[src/common/vmrc_params.svh]
// Offsets, field positions, reset values and timing figures of the monitor block.
`ifndef VMRC_PARAMS_SVH
`define VMRC_PARAMS_SVH
`define VMRC_OFF_DETEN   8'h00
`define VMRC_OFF_DETLVL  8'h04
`define VMRC_OFF_MON0    8'h08
`define VMRC_OFF_MON1    8'h0C
`define VMRC_OFF_CLKMODE 8'h10
`define VMRC_B_EN        0
`define VMRC_B_FDIS      1
`define VMRC_B_FLAG      2
`define VMRC_B_LVL       3
`define VMRC_B_SEL       4
`define VMRC_B_MODE      6
`define VMRC_B_TIM       7
`define VMRC_B_DET2LVL   3
`define VMRC_B_OSCSTOP   0
`define VMRC_RST_DETEN   3'h0
`define VMRC_RST_OSCSTOP 1'h1
`define VMRC_SETTLE_NS   100000
`define VMRC_CLK_NS      100
`define VMRC_SAMPLE_DIV  6'h04
`define VMRC_WARM_SAMPLES 4
`endif

[src/common/vmrc_pkg.sv]
// Types shared by the voltage monitor control block.
package vmrc_pkg;
	typedef logic [1:0] vmrc_sel_t;
	typedef struct packed {
		logic      en;
		logic      fdis;
		logic      flag;
		vmrc_sel_t sel;
		logic      mode;
		logic      tim;
	} vmrc_mon_s;
endpackage : vmrc_pkg

[src/common/vmrc_filt_if.sv]
// Signals between the monitor control and one digital filter.
`timescale 1ns/100ps
`default_nettype none
interface vmrc_filt_if;
	import vmrc_pkg::*;
	logic      ce;
	logic      osc_tick;
	vmrc_sel_t sel;
	logic      cmp;
	logic      restart;
	logic      level;
	logic      warm_done;
	modport filt (input ce, osc_tick, sel, cmp, restart,
		output level, warm_done);
	modport ctl (output ce, osc_tick, sel, cmp, restart,
		input level, warm_done);
endinterface : vmrc_filt_if
`default_nettype wire

[src/design/vmrc_filter.sv]
// Digital noise filter for one comparator, clocked by oscillator ticks.
`timescale 1ns/100ps
`default_nettype none
`include "vmrc_params.svh"
module vmrc_filter
	import vmrc_pkg::*;
#(
	parameter int WARM_SAMPLES = `VMRC_WARM_SAMPLES
) (
	input wire logic    pclk,
	input wire logic    presetn,
	vmrc_filt_if.filt   fi
);
	if (WARM_SAMPLES < 1 || WARM_SAMPLES > 7) begin : g_chk
		$error("WARM_SAMPLES out of range");
	end

	logic [5:0] div_ff;
	logic [5:0] period;
	logic       samp;
	logic [1:0] smp_ff;
	logic       level_ff;
	logic [2:0] warm_ff;

	assign period = `VMRC_SAMPLE_DIV << fi.sel;
	assign samp = fi.osc_tick && (div_ff == period - 6'h01);

	always_ff @(posedge pclk or negedge presetn) begin
		if (!presetn) begin
			div_ff <= 6'h00;
		end else if (fi.ce) begin
			if (fi.restart) begin
				div_ff <= 6'h00;
			end else if (fi.osc_tick) begin
				div_ff <= samp ? 6'h00 : div_ff + 6'h01;
			end
		end
	end

	// A level moves only after two samples agree, so a single glitch is lost.
	always_ff @(posedge pclk or negedge presetn) begin
		if (!presetn) begin
			smp_ff   <= 2'h3;
			level_ff <= 1'b1;
		end else if (fi.ce && samp) begin
			smp_ff <= {smp_ff[0], fi.cmp};
			if (smp_ff[0] == fi.cmp) begin
				level_ff <= fi.cmp;
			end
		end
	end

	always_ff @(posedge pclk or negedge presetn) begin
		if (!presetn) begin
			warm_ff <= 3'h0;
		end else if (fi.ce) begin
			if (fi.restart) begin
				warm_ff <= 3'h0;
			end else if (samp && warm_ff != 3'(WARM_SAMPLES)) begin
				warm_ff <= warm_ff + 3'h1;
			end
		end
	end

	assign fi.level     = level_ff;
	assign fi.warm_done = (warm_ff == 3'(WARM_SAMPLES));
endmodule : vmrc_filter
`default_nettype wire

[src/design/vmrc_top.sv]
// Voltage monitor control: detector enables, filters, flags and requests.
//
// The APB slave port and the register addresses are this design's own decisions.
`timescale 1ns/100ps
`default_nettype none
`include "vmrc_params.svh"
// Notes on behaviour
// - After detector 1 settles, its live level reads in monitor 1 control.
// - After detector 2 settles, its live level reads in the level register.
// - Threshold zero has no readable level bit; it only feeds monitor 0.
// - Filter-disable 0 filters, 1 bypasses; two-bit field picks sample clock.
// - Monitor 0 mode 1 selects reset; monitor 0 has no interrupt.
// - With filter on, enable waits four sample clocks after setup.
// - Writing monitor 0 enable arms its reset generation.
// - While disabled, select, filter-disable and mode update in one write.
// - Monitor 1 mode 0 gives interrupt, 1 gives reset.
// - Monitor 1 filter samples at its own two-bit selection.
// - Writing monitor 1 enable arms interrupt or reset by mode.
// - Reduced variant: monitor 1 mode is fixed to reset, no interrupt.
// - Sample period is four slow-oscillator periods multiplied by 1, 2, 4, 8.
// - Crossing flag clears on a written 0 and ignores a written 1.
module vmrc_top
	import vmrc_pkg::*;
#(
	parameter int SETTLE_NS    = `VMRC_SETTLE_NS,
	parameter bit HAS_MON1_IRQ = 1'b1
) (
	input  wire logic        pclk,
	input  wire logic        presetn,
	input  wire logic        ce,
	input  wire logic        psel,
	input  wire logic        penable,
	input  wire logic        pwrite,
	input  wire logic [7:0]  paddr,
	input  wire logic [31:0] pwdata,
	output var  logic [31:0] prdata,
	output logic             pready,
	output logic             pslverr,
	input  wire logic        cmp_threshold_zero,
	input  wire logic        cmp_threshold_one,
	input  wire logic        cmp_threshold_two,
	input  wire logic        lowspeed_osc_clock,
	output logic             lowspeed_osc_stop,
	output logic             mon0_reset_req,
	output logic             mon1_reset_req,
	output logic             mon1_irq_req
);
	localparam int SETTLE_CYC =
		(SETTLE_NS + `VMRC_CLK_NS - 1) / `VMRC_CLK_NS;

	if (SETTLE_CYC < 1 || SETTLE_CYC > 4095) begin : g_chk
		$error("SETTLE_NS gives an unusable cycle count");
	end

	function automatic logic [7:0] pack_ctrl(vmrc_mon_s m, logic lvl);
		logic [7:0] r;
		r = 8'h00;
		r[`VMRC_B_EN]         = m.en;
		r[`VMRC_B_FDIS]       = m.fdis;
		r[`VMRC_B_FLAG]       = m.flag;
		r[`VMRC_B_LVL]        = lvl;
		r[`VMRC_B_SEL +: 2]   = m.sel;
		r[`VMRC_B_MODE]       = m.mode;
		r[`VMRC_B_TIM]        = m.tim;
		return r;
	endfunction : pack_ctrl

	logic [2:0]  det_en_ff;
	logic [2:0]  settled;
	logic [2:0]  cmp_s1_ff;
	logic [2:0]  cmp_s2_ff;
	logic [2:0]  osc_sync_ff;
	logic        osc_stop_ff;
	logic        osc_tick;
	vmrc_mon_s   mon_ff [2];
	logic [1:0]  lvl;
	logic [1:0]  lvl_q_ff;
	logic [1:0]  hit;
	logic [1:0]  wr_ctrl;
	logic [1:0]  warm_done;
	logic [1:0]  rst_req_ff;
	logic        irq_ff;
	logic        setup;
	logic        wr;
	logic        err_ff;
	logic        det1_level_status;
	logic        det2_level_status;

	assign setup   = psel && !penable && ce;
	assign wr      = psel && penable && pwrite && ce;
	assign pready  = psel && penable && ce;
	assign pslverr = pready && err_ff;

	// Reads are latched in the setup cycle so prdata comes from a flop.
	always_ff @(posedge pclk or negedge presetn) begin
		if (!presetn) begin
			prdata <= 32'h0000_0000;
			err_ff <= 1'b0;
		end else if (setup) begin
			err_ff <= 1'b0;
			prdata <= 32'h0000_0000;
			if (paddr == `VMRC_OFF_DETEN) begin
				prdata[2:0] <= det_en_ff;
			end else if (paddr == `VMRC_OFF_DETLVL) begin
				prdata[`VMRC_B_DET2LVL] <= det2_level_status;
			end else if (paddr == `VMRC_OFF_MON0) begin
				prdata[7:0] <= pack_ctrl(mon_ff[0], 1'b0);
			end else if (paddr == `VMRC_OFF_MON1) begin
				prdata[7:0] <= pack_ctrl(mon_ff[1], det1_level_status);
			end else if (paddr == `VMRC_OFF_CLKMODE) begin
				prdata[`VMRC_B_OSCSTOP] <= osc_stop_ff;
			end else begin
				err_ff <= 1'b1;
			end
		end
	end

	always_ff @(posedge pclk or negedge presetn) begin
		if (!presetn) begin
			det_en_ff <= `VMRC_RST_DETEN;
		end else if (wr && paddr == `VMRC_OFF_DETEN) begin
			det_en_ff <= pwdata[2:0];
		end
	end

	always_ff @(posedge pclk or negedge presetn) begin
		if (!presetn) begin
			osc_stop_ff <= `VMRC_RST_OSCSTOP;
		end else if (wr && paddr == `VMRC_OFF_CLKMODE) begin
			osc_stop_ff <= pwdata[`VMRC_B_OSCSTOP];
		end
	end
	assign lowspeed_osc_stop = osc_stop_ff;

	// Comparators and the slow oscillator are asynchronous to pclk.
	always_ff @(posedge pclk or negedge presetn) begin
		if (!presetn) begin
			cmp_s1_ff   <= 3'h7;
			cmp_s2_ff   <= 3'h7;
			osc_sync_ff <= 3'h0;
		end else if (ce) begin
			cmp_s1_ff   <= {cmp_threshold_two, cmp_threshold_one,
				cmp_threshold_zero};
			cmp_s2_ff   <= cmp_s1_ff;
			osc_sync_ff <= {osc_sync_ff[1:0], lowspeed_osc_clock};
		end
	end
	// A stopped oscillator gives no ticks; filters hold their level and warm-up restarts.
	assign osc_tick = osc_sync_ff[1] && !osc_sync_ff[2]
		&& !osc_stop_ff;

	for (genvar d = 0; d < 3; d++) begin : g_det
		logic [11:0] cnt_ff;
		always_ff @(posedge pclk or negedge presetn) begin
			if (!presetn) begin
				cnt_ff <= 12'h000;
			end else if (ce) begin
				if (!det_en_ff[d]) begin
					cnt_ff <= 12'h000;
				end else if (cnt_ff != 12'(SETTLE_CYC)) begin
					cnt_ff <= cnt_ff + 12'h001;
				end
			end
		end
		assign settled[d] = (cnt_ff == 12'(SETTLE_CYC));
	end

	// An unsettled detector reads as supply above threshold.
	assign det1_level_status = settled[1] ? cmp_s2_ff[1] : 1'b1;
	assign det2_level_status = settled[2] ? cmp_s2_ff[2] : 1'b1;

	for (genvar m = 0; m < 2; m++) begin : g_mon
		vmrc_filt_if u_if ();
		logic cfg_we;
		logic en_req;
		logic fdis_new;
		logic rise;
		logic fall;

		assign wr_ctrl[m] = wr && (paddr == (m == 0 ? `VMRC_OFF_MON0
			: `VMRC_OFF_MON1));
		assign cfg_we = wr_ctrl[m] && !mon_ff[m].en;
		assign fdis_new = cfg_we ? pwdata[`VMRC_B_FDIS] : mon_ff[m].fdis;

		assign u_if.ce       = ce;
		assign u_if.osc_tick = osc_tick;
		assign u_if.sel      = mon_ff[m].sel;
		assign u_if.cmp      = cmp_s2_ff[m];
		assign u_if.restart  = cfg_we || mon_ff[m].fdis || osc_stop_ff;
		assign warm_done[m]  = u_if.warm_done;

		vmrc_filter u_filt (
			.pclk    (pclk),
			.presetn (presetn),
			.fi      (u_if.filt)
		);

		// Mode, filter and timing are frozen while the monitor is armed.
		always_ff @(posedge pclk or negedge presetn) begin
			if (!presetn) begin
				mon_ff[m].fdis <= 1'b0;
				mon_ff[m].sel  <= 2'h0;
				mon_ff[m].mode <= (m == 1) && !HAS_MON1_IRQ;
				mon_ff[m].tim  <= 1'b0;
			end else if (cfg_we) begin
				mon_ff[m].fdis <= pwdata[`VMRC_B_FDIS];
				mon_ff[m].sel  <= pwdata[`VMRC_B_SEL +: 2];
				mon_ff[m].mode <= pwdata[`VMRC_B_MODE]
					|| ((m == 1) && !HAS_MON1_IRQ);
				mon_ff[m].tim  <= pwdata[`VMRC_B_TIM];
			end
		end

		// Enable is refused until settled and, when filtering, warmed up.
		assign en_req = pwdata[`VMRC_B_EN] && settled[m]
			&& (fdis_new || warm_done[m]);
		always_ff @(posedge pclk or negedge presetn) begin
			if (!presetn) begin
				mon_ff[m].en <= 1'b0;
			end else if (ce && !det_en_ff[m]) begin
				mon_ff[m].en <= 1'b0;
			end else if (wr_ctrl[m]) begin
				mon_ff[m].en <= en_req;
			end
		end

		assign lvl[m] = mon_ff[m].fdis ? cmp_s2_ff[m] : u_if.level;
		assign rise = lvl[m] && !lvl_q_ff[m];
		assign fall = !lvl[m] && lvl_q_ff[m];
		// Bypassed monitors fire on one direction only; filtered on both.
		assign hit[m] = mon_ff[m].en && settled[m]
			&& (mon_ff[m].fdis ? (mon_ff[m].tim ? fall : rise)
			: (rise || fall));

		always_ff @(posedge pclk or negedge presetn) begin
			if (!presetn) begin
				lvl_q_ff[m] <= 1'b1;
			end else if (ce) begin
				lvl_q_ff[m] <= lvl[m];
			end
		end

		// A crossing in the same cycle as a clearing write wins.
		always_ff @(posedge pclk or negedge presetn) begin
			if (!presetn) begin
				mon_ff[m].flag <= 1'b0;
			end else if (ce && hit[m]) begin
				mon_ff[m].flag <= 1'b1;
			end else if (wr_ctrl[m] && !pwdata[`VMRC_B_FLAG]) begin
				mon_ff[m].flag <= 1'b0;
			end
		end

		always_ff @(posedge pclk or negedge presetn) begin
			if (!presetn) begin
				rst_req_ff[m] <= 1'b0;
			end else if (ce) begin
				rst_req_ff[m] <= hit[m] && mon_ff[m].mode;
			end
		end

	end

	always_ff @(posedge pclk or negedge presetn) begin
		if (!presetn) begin
			irq_ff <= 1'b0;
		end else if (ce) begin
			irq_ff <= HAS_MON1_IRQ && hit[1]
				&& !mon_ff[1].mode;
		end
	end

	assign mon0_reset_req = rst_req_ff[0];
	assign mon1_reset_req = rst_req_ff[1];
	assign mon1_irq_req   = irq_ff;
endmodule : vmrc_top
`default_nettype wire
[config.mk]
export PLATFORM = sky130hd
export DESIGN_NAME = vmrc_top
export DESIGN_NICKNAME = d
export VERILOG_FILES = /design/src/common/vmrc_pkg.sv /design/src/common/vmrc_filt_if.sv /design/src/design/vmrc_filter.sv /design/src/design/vmrc_top.sv
export VERILOG_INCLUDE_DIRS = /design/src /design/src/common
export SDC_FILE = /design/constraint.sdc
export NUM_CORES = 1
export LEC_CHECK = 0
export ABC_CLOCK_PERIOD_IN_PS = 3100
export BUFFER_PORTS_ARGS = -buffer_cell sky130_fd_sc_hd__buf_2
export CAP_MARGIN = 40
export CORE_MARGIN = 8
export CORE_UTILIZATION = 61
export DETAILED_ROUTE_END_ITERATION = 16
export PLACE_DENSITY = 0.94
export SLEW_MARGIN = 20
export SYNTH_ARGS = -nofsm -noshare
export SYNTH_HDL_FRONTEND = slang
export SYNTH_SLANG_ARGS = --single-unit
[constraint.sdc]
create_clock -name pclk -period 3.1 [get_ports pclk]
set_input_delay 0.155 -clock pclk [delete_from_list [all_inputs] [get_ports pclk]]
set_output_delay 0.155 -clock pclk [all_outputs]
set_load 0.05 [all_outputs]
# Word-level counts from Yosys, hierarchy flattened
# Index checks and enable logic that the tools add are counted.
# op_classes
n_mux,48
eq_ne,21
n_addsub,9
n_shift,2
n_reduce_logical,81
# op_table
cell,count
12-bit two-way mux,6
1-bit logical AND,42
12-bit by 1-bit adder with 12-bit output (second input constant),3
12-bit by 10-bit equality test with 1-bit output (second input constant),3
6-bit two-way mux,6
12-bit by 10-bit inequality test with 1-bit output (second input constant),3
1-bit two-way mux,26
3-bit two-way mux,6
2-bit AND reduction,9
8-bit by 4-bit equality test with 1-bit output (second input constant),2
2-bit nonzero test,8
1-bit logical NOT,13
6-bit by 1-bit adder with 6-bit output (second input constant),2
6-bit equality test,2
3-bit by 2-bit << shifter with 6-bit output (first input constant),2
6-bit by 1-bit subtractor with 6-bit output (second input constant),2
8-bit by 3-bit equality test with 1-bit output (second input constant),1
8-bit by 5-bit equality test with 1-bit output (second input constant),1
8-bit logical NOT,1
1-bit logical OR,8
8-bit two-way mux,1
7-bit two-way mux,1
3-bit by 1-bit adder with 3-bit output (second input constant),2
3-bit equality test (second input constant),2
5 further kinds,9
# totals
register_bits,99
wordCells,196

# Depth between registers and ports, before layout
# Gate-level depths: netlist of run 1.
# logic_depth
ltp_word,10
ltp_mapped,9

# Hierarchy
# From an unflattened synthesis of run 1, not the netlist that was laid out.
# unflattened
cells_unflattened,582
area_unflattened_um2,5666.7
# by_module_without_submodules
module,n_inst,cells_each,area_per_inst_um2
vmrc_top,1,430,4275.4
vmrc_filter,2,76,695.7

# Worst setup path before layout of run 1
# No wires, ideal clock.
# synth_path
path_kind,register to register
startpoint,reg g_det[1].cnt_ff[0]
endpoint,reg mon_ff[6] in the netlist's numbering
arrival_ns,1.830
period_less_slack_ns,1.922
n_path_buf,0
stages_incl_launch_ff,7
setup_time_ns,0.092
slack_ns,1.178
path_cell_list,dfrtp_1 inv_1 ha_1 or4b_2 nor4_2 nand3_1 o31ai_2
# synth_between
elab_chain_cells,5
# synth_lines
element,line,text
start: declaration,vmrc_top.sv:153,logic [11:0] cnt_ff;
start signal: assignment,vmrc_top.sv:161,cnt_ff <= cnt_ff + 12'h001;
12-bit by 10-bit equality test with 1-bit output,vmrc_top.sv:165,assign settled[d] = (cnt_ff == 12'(SETTLE_CYC));
1-bit logical AND (2 in series),vmrc_top.sv:215,assign en_req = pwdata[`VMRC_B_EN] && settled[m]
1-bit two-way mux,vmrc_top.sv:222,end else if (wr_ctrl[m]) begin
1-bit two-way mux,vmrc_top.sv:220,end else if (ce && !det_en_ff[m]) begin
end: declaration,vmrc_top.sv:75,vmrc_mon_s mon_ff [2];
# Every way passes these cells. The select of a mux whose other input is x is not followed.
# A chain may end at the register's enable or synchronous reset.

# Final worst setup path of run 1
# Ends and elaborated chain as after synthesis.

==> reports/summary.txt, run 1 <==
Yosys top cell area share -> 39.2%
Clock power frac -> 29.4%
CP Capture Type -> register
Antenna Nets Post-Route -> 0
Cell Int Power -> 1.99 mW
Synth unique cells -> 65
Largest net degree at the start of global routing -> 53
Yosys warns -> 0
Clk Latency, worst-skew pair -> 0.38 ns
Clk sinks -> 99
Root Driver -> clkbuf_8
Initial core utilization -> 63.0%
Die width -> 111 um
Pre-antenna DRT Iters -> 7
Tmin final -> 2.52 ns
# IOs -> 88
Synthesized instance count -> 576
Pwr/cell area -> 495 nW/um2
Hold endpoint -> cmp_s1_ff[1]
Net Sw Power -> 0.930 mW
Final setup fails -> 0
Reg2reg setup slack -> 0.58 ns
Hpwl dp -> 9320 um
Remaining Overflow, GRT -> 0
Asr flop ratio synth -> 100%
Final Net Count -> 679
Final WL -> 13200 um
Hold Path Stages -> 2
CP arrival -> 2.76 ns
Post-Layout Cell Count -> 725
Std-Cell Rows -> 34
Inst Count DP -> 709
Port-buffer cells -> 38
Cell Area, Synth -> 5490 um2
Top cells by area, synth -> dfrtp_1 (39%), dfstp_2 (6.2%), nand2_1 (5.0%)
Switching share of power -> 31.9%
Clock-pin slew on the worst setup and hold paths -> 0.10 ns
DR vias -> 4506
Wire per inst -> 18.2 um
#FFs+latches synth -> 99
Area Growth Syn to Fin -> 7.27%
Share of cells above drive strength 1 -> 18.2%
Post-Route Setup TNS -> 0 ns
Reg2Reg Depth -> 6
Vias in the first global route -> 4463
Die area -> 12300 um2
CP max FO -> 6
Sequential power share -> 52.3%
Core box area -> 8720 um2
Seq/Total Area, Yosys -> 45.4%
CTS tree -> built
Reg-to-reg endpoint -> mon_ff[6]
Min-delay src -> cmp_threshold_one
Die H -> 111 um
Outcome -> completed
Final period utilization -> 81.2%
Cts repair resizes -> 0
EDFF count, synth -> 0
CTS Buf Count -> 9
CTS H-Tree Depth -> 3
Worst r2r src -> g_det[1].cnt_ff[0]
Via density -> 6.22
VDD IR max -> 0.230 mV
Clock Skews -> 0.0143 ns
RD Place Congestion -> 0.898
Total power draw -> 2.92 mW
Ant diodes -> 0
Worst min-delay path class -> in -> reg
Avg Cell Area, Syn -> 9.53 um2
First-pass GRT wire length -> 21700 um
CP Launch Type -> register
Leakage Power -> 2.60 nW
Slew @ Worst Pin -> 0.727 ns
Critical path class -> reg -> reg
MaxCap Viol Count -> 0
Initial drt markers -> 446
WP data required -> 3.35 ns
Number of antenna violations at the first check in global routing -> 0
Ys flop type -> dfrtp_1
Combinational power share -> 18.3%
GRT Overall Usage -> 21.1%
Fin. Hold Viols -> 0
Biggest area consumer among synthesized cells -> dfrtp_1
DRC -> 0
Max frequency -> 0.397 GHz
Deepest clock path buffer count -> 2
Max-slew headroom -> 51.1%
Max-slew violations -> 0
RSZ-0062 raised after global routing -> false
layout make-up:
cell class              instances  area (um2)
fillers                       613        2830
multi-input cells             430        2710
flip-flops and latches         99        2490
repair buffers                 45         248
clock buffers                  10         138
well taps                     108         135
inverters                      28         105
clock inverters                 5        62.6
power by group through the flow:
| stage | logic (mW) | registers [mW] | clock network [mW] |
|---|---|---|---|
| after floorplan | 0.387 | 1.52 | 0 |
| after CTS | 0.529 | 1.52 | 0.852 |
| after global routing | 0.588 | 1.54 | 0.907 |
| final | 0.533 | 1.53 | 0.858 |
| after detailed placement | 0.516 | 1.54 | 0 |
| after global placement | 0.475 | 1.53 | 0 |
cells by family after synthesis:
group / count (synthesis) / share of synthesized area (%)
xor+xnor: 20 / 3.19
buf+inv: 70 / 6.84
other cells: 1 / 0.0683
flops: 99 / 45.4
fa+ha+maj: 16 / 3.65
mux: 39 / 7.73
compound gates: 105 / 11.9
simple gates: 226 / 21.2
cells in the final DEF (no fill, tap or decap), types with 3 or more instances in the layout:
master,netlist,final
a21oi_1,17,17
a31oi_1,6,6
and2_1,5,5
and3_1,8,8
buf_2,1,37
buf_4,25,7
clkbuf_8,1,10
conb_1,1,24
dfrtp_1,86,86
dfstp_2,13,13
ha_1,16,16
inv_1,28,28
mux2_2,23,23
mux2i_1,15,15
nand2_1,73,73
nand2b_1,7,7
nand3_1,32,32
nand3b_1,4,4
nand4_1,10,10
nor2_1,47,47
nor3_1,8,8
nor4_1,4,4
o211ai_1,3,3
o21ai_0,40,40
o21ai_1,3,3
o22ai_1,4,4
o2bb2ai_1,4,4
o31ai_1,11,11
o41ai_1,3,3
or2_2,3,3
or3_1,6,6
xnor2_1,8,8
xor2_1,12,12
cell usage after synthesis, types with 11 or more instances:
library cell	number
a21oi_1	17
buf_4	25
clkbuf_1	14
dfrtp_1	86
dfstp_2	13
ha_1	16
inv_1	28
mux2_2	23
mux2i_1	15
nand2_1	73
nand3_1	32
nor2_1	47
o21ai_0	40
o31ai_1	11
xor2_1	12
per-layer routing:
layer  vias to the layer above  routed length [um]  GRT usage (%)
met2                       248                6400           34.7
met1                      2173                5270           25.3
li1                       2048                   -              -
met4                         0                 312           8.65
met5                         -                   0              0
met3                        37                1190           6.33
timing repair:
| item | in CTS | in global routing |
|---|---|---|
| buffers inserted | 0 | 0 |
| hold buffers | 1 | 0 |
| hold endpoints to repair | 34 | 0 |
through the flow:
step           cell area [um2]  hold WS (ns)  util, %  setup WS [ns]
3_3_place_gp              5680         0.143     65.1          0.903
4_1_cts                   5890        0.0188     67.5          0.620
5_1_grt                   5890        0.0153     67.5          0.479
2_1_floorplan             5580        -0.141        -           1.18
6_report                  5890        0.0128     67.5          0.582
3_5_place_dp              5680         0.151     65.1          0.808
worst max path at each step:
stage                       start           end  slack [ns]  depth (start not counted)
2_1_floorplan  g_det[1].cnt_ff[0]     mon_ff[6]        1.18                          6
3_3_place_gp   g_det[1].cnt_ff[0]  mon1_irq_req        0.90                          6
3_5_place_dp   g_det[1].cnt_ff[1]  mon1_irq_req        0.81                          6
4_1_cts        g_det[1].cnt_ff[0]     mon_ff[6]        0.62                          6
5_1_grt        g_det[1].cnt_ff[0]     mon_ff[6]        0.48                          6
6_report       g_det[1].cnt_ff[0]     mon_ff[6]        0.58                          6
critical path, cell delays in order (launching register included):
cell	delay (ns)
dfrtp_1	0.44
inv_1	0.09
ha_1	0.15
or4b_2	0.61
nor4_2	0.47
nand3_1	0.25
o31ai_2	0.38
state kept, by name, indices dropped and copies added (netlist names):
name / cells
prdata: 8
cmp_s1_ff: 3
mon1_reset_req: 1
mon1_irq_req: 1
g_mon.u_filt.div_ff: 12
g_mon.u_if.sel: 4
osc_sync_ff: 3
mon_ff: 10
cmp_s2_ff: 3
g_mon.u_filt.warm_ff: 6
g_mon.u_filt.smp_ff: 2
lowspeed_osc_stop: 1
det_en_ff: 3
mon0_reset_req: 1
err_ff: 1
g_det.cnt_ff: 36
lvl_q_ff: 2
g_mon.u_filt.fi.level: 2
Power figures use the tool's default switching activity.
==> run 2: changes to the inputs <==
Settings changed: ABC_CLOCK_PERIOD_IN_PS 3100 to 2500, CORE_UTILIZATION 61 to 57, PLACE_DENSITY 0.94 to 0.89.
Clock period 3.1 ns to 2.5 ns, I/O delays scaled along.
==> run 2 against run 1 <==
Net effect:
- critical path type unchanged
- die area increased by 6.0%
- largest cell class unchanged
- sequential cell count did not move
- via count down 3.4%
==> reports/summary.txt, run 2 (synthesized netlist as in run 1, its figures left out) <==
Outcome -> completed
Antenna Nets Post-Route -> 0 (unchanged)
Largest register FFs -> 36 (unchanged)
VDD IR max -> 0.268 mV (+17%)
DRC -> 0 (unchanged)
GRT Overall Usage -> 18.9% (-2.2 points)
Post-Route Setup TNS -> 0 ns (unchanged)
Sequential cell area -> 2490 um2 (unchanged)
Share of cells above drive strength 1 -> 18.2% (+0.029 points)
CTS Buf Count -> 9 (unchanged)
Remaining Overflow, GRT -> 0 (unchanged)
Number of antenna violations at the first check in global routing -> 0 (unchanged)
Clock Skews -> 0.0133 ns (-0.000960 ns)
Hold Path Stages -> 2 (unchanged)
Ant diodes -> 0 (unchanged)
Tmin final -> 2.12 ns (-0.393 ns)
Reg2reg setup slack -> 0.38 ns (-0.21 ns)
Root Driver -> clkbuf_8
Wire per inst -> 16.0 um (-12%)
Die H -> 114 um (+2.9%)
Reg2Reg Depth -> 6 (unchanged)
Most frequent cells in the layout -> dfrtp_1 (86), nand2_1 (73), nor2_1 (47), o21ai_0 (40), buf_2 (37)
Largest register by flop count -> g_det.cnt_ff
CP Capture Type -> register
Worst min-delay path class -> in -> reg
Initial drt markers -> 323 (-28%)
Deepest clock path buffer count -> 2 (unchanged)
Final WL -> 12200 um (-7.6%)
Pwr/cell area -> 579 nW/um2 (+17%)
Max-slew violations -> 0 (unchanged)
Critical path class -> reg -> reg
RD Place Congestion -> 0.878 (-2.2%)
CP max FO -> 7 (+1)
Fin util -> 62.7% (-4.8 points)
Clock-pin slew on the worst setup and hold paths -> 0.09 ns (about the same)
DR vias -> 4351 (-3.4%)
Max frequency -> 0.471 GHz (+18%)
Area of the multi-input gates -> 2710 um2 (unchanged)
Min-delay src -> pwdata[7]
Final period utilization -> 85.0% (+3.8 points)
Hold endpoint -> mon_ff[0]
Initial core utilization -> 57.5% (-5.5 points)
Area Growth Syn to Fin -> 9.05%
CTS H-Tree Depth -> 3 (unchanged)
WP data required -> 2.79 ns (-0.56 ns)
Vias in the first global route -> 4266 (-4.4%)
Pre-antenna DRT Iters -> 5 (-2)
Reg-to-reg endpoint -> g_mon[0].u_filt.warm_ff[1]
Leading cell type in the layout, fill and taps excluded -> dfrtp_1
Die area -> 13000 um2 (+6.0%)
First-pass GRT wire length -> 20100 um (-7.3%)
Worst r2r src -> g_mon[0].u_filt.div_ff[4]
Via density -> 5.73 (-7.9%)
Largest net degree at the start of global routing -> 71 (+34%)
Port-buffer cells -> 38 (unchanged)
Hpwl dp -> 8930 um (-4.2%)
CTS tree -> built
Largest regs -> g_det.cnt_ff: 36 flops, g_mon.u_filt.div_ff: 12 flops, mon_ff: 10 flops
Clk Latency, worst-skew pair -> 0.37 ns (about the same)
Fillers -> 764 (+25%)
Slew @ Worst Pin -> 0.699 ns (-0.0282 ns)
MaxCap Viol Count -> 0 (unchanged)
Die width -> 114 um (+2.9%)
Fin. Hold Viols -> 0 (unchanged)
Placed Area -> 5750 um2 (+1.2%)
Final Net Count -> 688 (+1.3%)
# IOs -> 88 (unchanged)
Std-Cell Rows -> 36 (+5.9%)
RSZ-0062 raised after global routing -> false
Final Instance Area -> 5990 um2 (+1.7%)
Leakage Power -> 2.64 nW (+1.4%)
CP Launch Type -> register
CP arrival -> 2.41 ns (-0.35 ns)
Core box area -> 9550 um2 (+9.5%)
Max-slew headroom -> 53.0% (+1.9 points)
Final setup fails -> 0 (unchanged)
Clk sinks -> 99 (unchanged)
==> run 2: worst max path at each step <==
stage	depth (start not counted)	end	startpoint
finish	6	g_mon[0].u_filt.warm_ff[1]	g_mon[0].u_filt.div_ff[4]
global route	6	g_mon[0].u_filt.warm_ff[1]	g_mon[0].u_filt.div_ff[4]
CTS	6	g_mon[0].u_filt.warm_ff[1]	g_mon[0].u_filt.div_ff[4]
detailed placement	6	g_mon[0].u_filt.warm_ff[1]	g_mon[0].u_filt.div_ff[4]
global placement	7	mon1_irq_req	g_det[1].cnt_ff[1]
floorplan	6	mon_ff[6]	g_det[1].cnt_ff[0]
==> run 2: report_power, final <==
part	total (mW)	internal [mW]	switching, mW
registers	1.88	1.75	0.134
logic	0.652	0.232	0.419
clock network	0.933	0.389	0.544
==> run 2: cell type report <==
cell class                      count  area share, %
Sequential cell                    99           41.7
Multi-Input combinational cell    430           45.2
Timing Repair Buffer               54           5.73
Clock inverter                      4          0.439
Inverter                           28           1.76
Clock buffer                       12           2.42
Tap cell                          133           2.78
==> run 2: through the flow <==
stage,cells,total power [mW],hold WS (ns),setup slack [ns]
floorplan,599,2.37,-0.171,0.578
global placement,737,2.49,0.0765,0.498
detailed placement,737,2.54,0.0838,0.414
CTS,760,3.47,0.00437,0.383
global route,760,3.63,0.0147,0.148
finish,760,3.47,0.0169,0.375
==> run 2: metal layers <==
layer  share of wire [%]  routed length (um)  track usage (%)
met2                  49                5960             32.1
met4                 2.2                 268             8.16
met5                   0                   0                0
met3                 7.4                 901             4.01
met1                  41                5050             22.8
==> run 2: critical path, cell delays in order, from the launching register on <==
cell	delay [ns]
dfrtp_1	0.45
or2_2	0.31
a2111oi_0	0.43
nand3b_1	0.25
nand3_1	0.12
or3_1	0.35
o22ai_1	0.14
==> run 2: timing repair <==
| action | in CTS | in global routing |
|---|---|---|
| hold endpoints to repair | 36 | 0 |
| buffers inserted | 0 | 0 |
| resized for setup | 0 | 0 |
| hold buffers | 7 | 0 |
==> run 3: changes to the inputs <==
Settings changed: ABC_CLOCK_PERIOD_IN_PS 2500 to 1900, CORE_UTILIZATION 57 to 52, PLACE_DENSITY 0.89 to 0.86.
Clock period 2.5 ns to 1.9 ns, I/O delays scaled along.
==> run 3 against run 2 <==
Net effect:
- the run now ends with setup timing left
- cell count up 4.6%
- utilization up 0.074 points
- setup slack worse by 0.39 ns
- die area up 8.3%
==> reports/summary.txt, run 3 (synthesized netlist as in run 1, its figures left out) <==
CTS tree -> built
CTS H-Tree Depth -> 3 (unchanged)
Net Sw Power -> 1.60 mW (+46%)
Clock power frac -> 30.4% (+3.5 points)
Final Net Count -> 720 (+4.7%)
Hpwl dp -> 9400 um (+5.2%)
Leakage Power -> 2.85 nW (+8.0%)
Final WS setup -> -0.0156 ns (-0.391 ns)
Reg2Reg Depth -> 6 (unchanged)
Final setup fails -> 1 (+1)
Failing checks -> setup timing
Std-Cell Rows -> 37 (+2.8%)
Max incr delay on CP -> 0.39 ns (-0.06 ns)
Inst Count DP -> 765 (+3.8%)
Fillers -> 770 (+0.79%)
WHS -> 0.0321 ns (+0.0153 ns)
GRT Overall Usage -> 18.3% (-0.60 points)
Combinational power share -> 19.8% (+1.0 points)
Largest regs -> g_det.cnt_ff: 36 flops, g_mon.u_filt.div_ff: 12 flops, mon_ff: 10 flops
Largest register FFs -> 36 (unchanged)
Area Growth Syn to Fin -> 17.5%
Final Instance Area -> 6450 um2 (+7.8%)
# IOs -> 88 (unchanged)
DR vias -> 4733 (+8.8%)
Final period utilization -> 101% (+16 points)
Buffer and inverter count on the worst path -> 0 (unchanged)
CTS Buf Count -> 9 (unchanged)
Wire per inst -> 17.2 um (+7.6%)
DRC -> 0 (unchanged)
Worst r2r src -> g_mon[0].u_filt.div_ff[4]
Slowest stage cell on the critical path -> dfrtp_1
Reg2reg setup slack -> -0.02 ns (-0.39 ns)
First-pass GRT wire length -> 21400 um (+6.7%)
Largest net degree at the start of global routing -> 42 (-41%)
Via density -> 5.95 (+4.0%)
Clk sinks -> 99 (unchanged)
Max-slew headroom -> 53.8% (+0.74 points)
Post-Route Setup TNS -> -0.0156 ns (-0.0156 ns)
RSZ-0062 raised after global routing -> true
Final WL -> 13700 um (+13%)
Remaining Overflow, GRT -> 0 (unchanged)
Worst min-delay path class -> in -> reg
Number of antenna violations at the first check in global routing -> 0 (unchanged)
CP Capture Type -> register
Share of cells above drive strength 1 -> 25.0% (+6.9 points)
CP max FO -> 3 (-4)
Outcome -> complete, but fails checks
Most frequent cells in the layout -> dfrtp_1 (86), nand2_1 (73), nor2_1 (47), o21ai_0 (38), buf_2 (37)
Clock Skews -> 0.00749 ns (-0.00585 ns)
Critical path cell sequence -> or2_4, a2111oi_4, nand3b_1, nand3_2, or3_4, mux2i_1
Delay-heaviest family, CP -> simple AND/OR/NAND/NOR gates
Die area -> 14100 um2 (+8.3%)
Clock-pin slew on the worst setup and hold paths -> 0.10 ns (about the same)
Pre-antenna DRT Iters -> 6 (+1)
Initial drt markers -> 591 (+83%)
CP arrival -> 2.21 ns (-0.20 ns)
Hold endpoint -> mon_ff[5]
Die H -> 119 um (+4.0%)
Largest register by flop count -> g_det.cnt_ff
Max frequency -> 0.522 GHz (+11%)
Max-slew violations -> 0 (unchanged)
RD Place Congestion -> 0.878 (about the same)
WP data required -> 2.20 ns (-0.59 ns)
Sequential power share -> 49.8% (-4.5 points)
Deepest clock path buffer count -> 2 (unchanged)
Critical path class -> reg -> reg
Min-delay src -> pwdata[1]
Antenna Nets Post-Route -> 0 (unchanged)
Post-Layout Cell Count -> 795 (+4.6%)
Reg-to-reg endpoint -> g_mon[0].u_filt.warm_ff[0]
Vias in the first global route -> 4487 (+5.2%)
Leading cell type in the layout, fill and taps excluded -> dfrtp_1
Core box area -> 10300 um2 (+7.6%)
Placed Area -> 5960 um2 (+3.7%)
Root Driver -> clkbuf_8
Die width -> 119 um (+4.0%)
Port-buffer cells -> 38 (unchanged)
Total power draw -> 5.04 mW (+45%)
Ant diodes -> 0 (unchanged)
Cell Int Power -> 3.44 mW (+45%)
Pwr/cell area -> 782 nW/um2 (+35%)
Clk Latency, worst-skew pair -> 0.38 ns (about the same)
MaxCap Viol Count -> 0 (unchanged)
VDD IR max -> 0.441 mV (+64%)
CP Launch Type -> register
Switching share of power -> 31.7% (+0.081 points)
Fin. Hold Viols -> 0 (unchanged)
Slew @ Worst Pin -> 0.688 ns (-0.0110 ns)
Tmin final -> 1.92 ns (-0.209 ns)
Hold Path Stages -> 2 (unchanged)
Initial core utilization -> 53.4% (-4.1 points)
run 3: cell types whose count changed in the layout (fill, tap and decap cells not counted), moves of 3 or more:
cell           before  now
inv_6               0    3
nand3_1            32   28
buf_4               9   36
ha_1               16   13
nand3_2             0    4
dlygate4sd3_1       7   11
run 3: how the worst max path moves through the flow:
stage	from	endpoint	slack, ns	depth (start not counted)
after floorplan	g_det[1].cnt_ff[0]	mon_ff[6]	0.04	6
after global placement	g_det[1].cnt_ff[0]	mon_ff[6]	-0.02	6
after detailed placement	g_det[1].cnt_ff[0]	mon1_reset_req	-0.15	6
after CTS	g_mon[0].u_filt.div_ff[0]	g_mon[0].u_filt.div_ff[5]	0.002	7
after global routing	g_mon[0].u_filt.div_ff[1]	g_mon[0].u_filt.div_ff[2]	-0.08	7
final	g_mon[0].u_filt.div_ff[4]	g_mon[0].u_filt.warm_ff[0]	-0.02	6
run 3: per-layer routing:
metal	up-vias	global-route usage (%)	share of wire, %
li1	2136	-	-
met1	2291	22.1	40
met2	265	30.1	49
met3	41	5.24	8.7
met4	0	7.75	2.6
met5	-	0	0
run 3: final cells by class:
| type | count | area (um2) | area share [%] |
|---|---|---|---|
| multi-input combinational | 430 | 2850 | 44.2 |
| clock buffer | 9 | 124 | 1.92 |
| tap | 136 | 170 | 2.64 |
| inverter | 28 | 105 | 1.63 |
| clock inverter | 7 | 98.8 | 1.53 |
| timing repair buffer | 86 | 606 | 9.39 |
| sequential | 99 | 2490 | 38.7 |
run 3: power groups by stage:
| stage | combinational, mW | sequential (mW) | clock, mW |
|---|---|---|---|
| final | 0.997 | 2.51 | 1.53 |
| after global placement | 0.850 | 2.49 | 0 |
| after floorplan | 0.632 | 2.49 | 0 |
| after detailed placement | 0.903 | 2.51 | 0 |
| after CTS | 0.938 | 2.48 | 1.56 |
| after global routing | 1.10 | 2.54 | 1.65 |
run 3: stage by stage:
step                      utilization [%]  setup slack [ns]
after global placement               58.0           -0.0184
after global routing                 62.8           -0.0763
after CTS                            61.5           0.00169
after detailed placement             58.0            -0.147
after floorplan                         -            0.0406
final                                62.8           -0.0156
run 3: timing repair:
action | CTS | global route
pin swaps | 3 | 6
hold buffers | 10 | 1
resized for setup | 7 | 23
endpoints found under the hold margin | 49 | 1
setup endpoints to repair | 9 | 19
setup buffers | 1 | 2
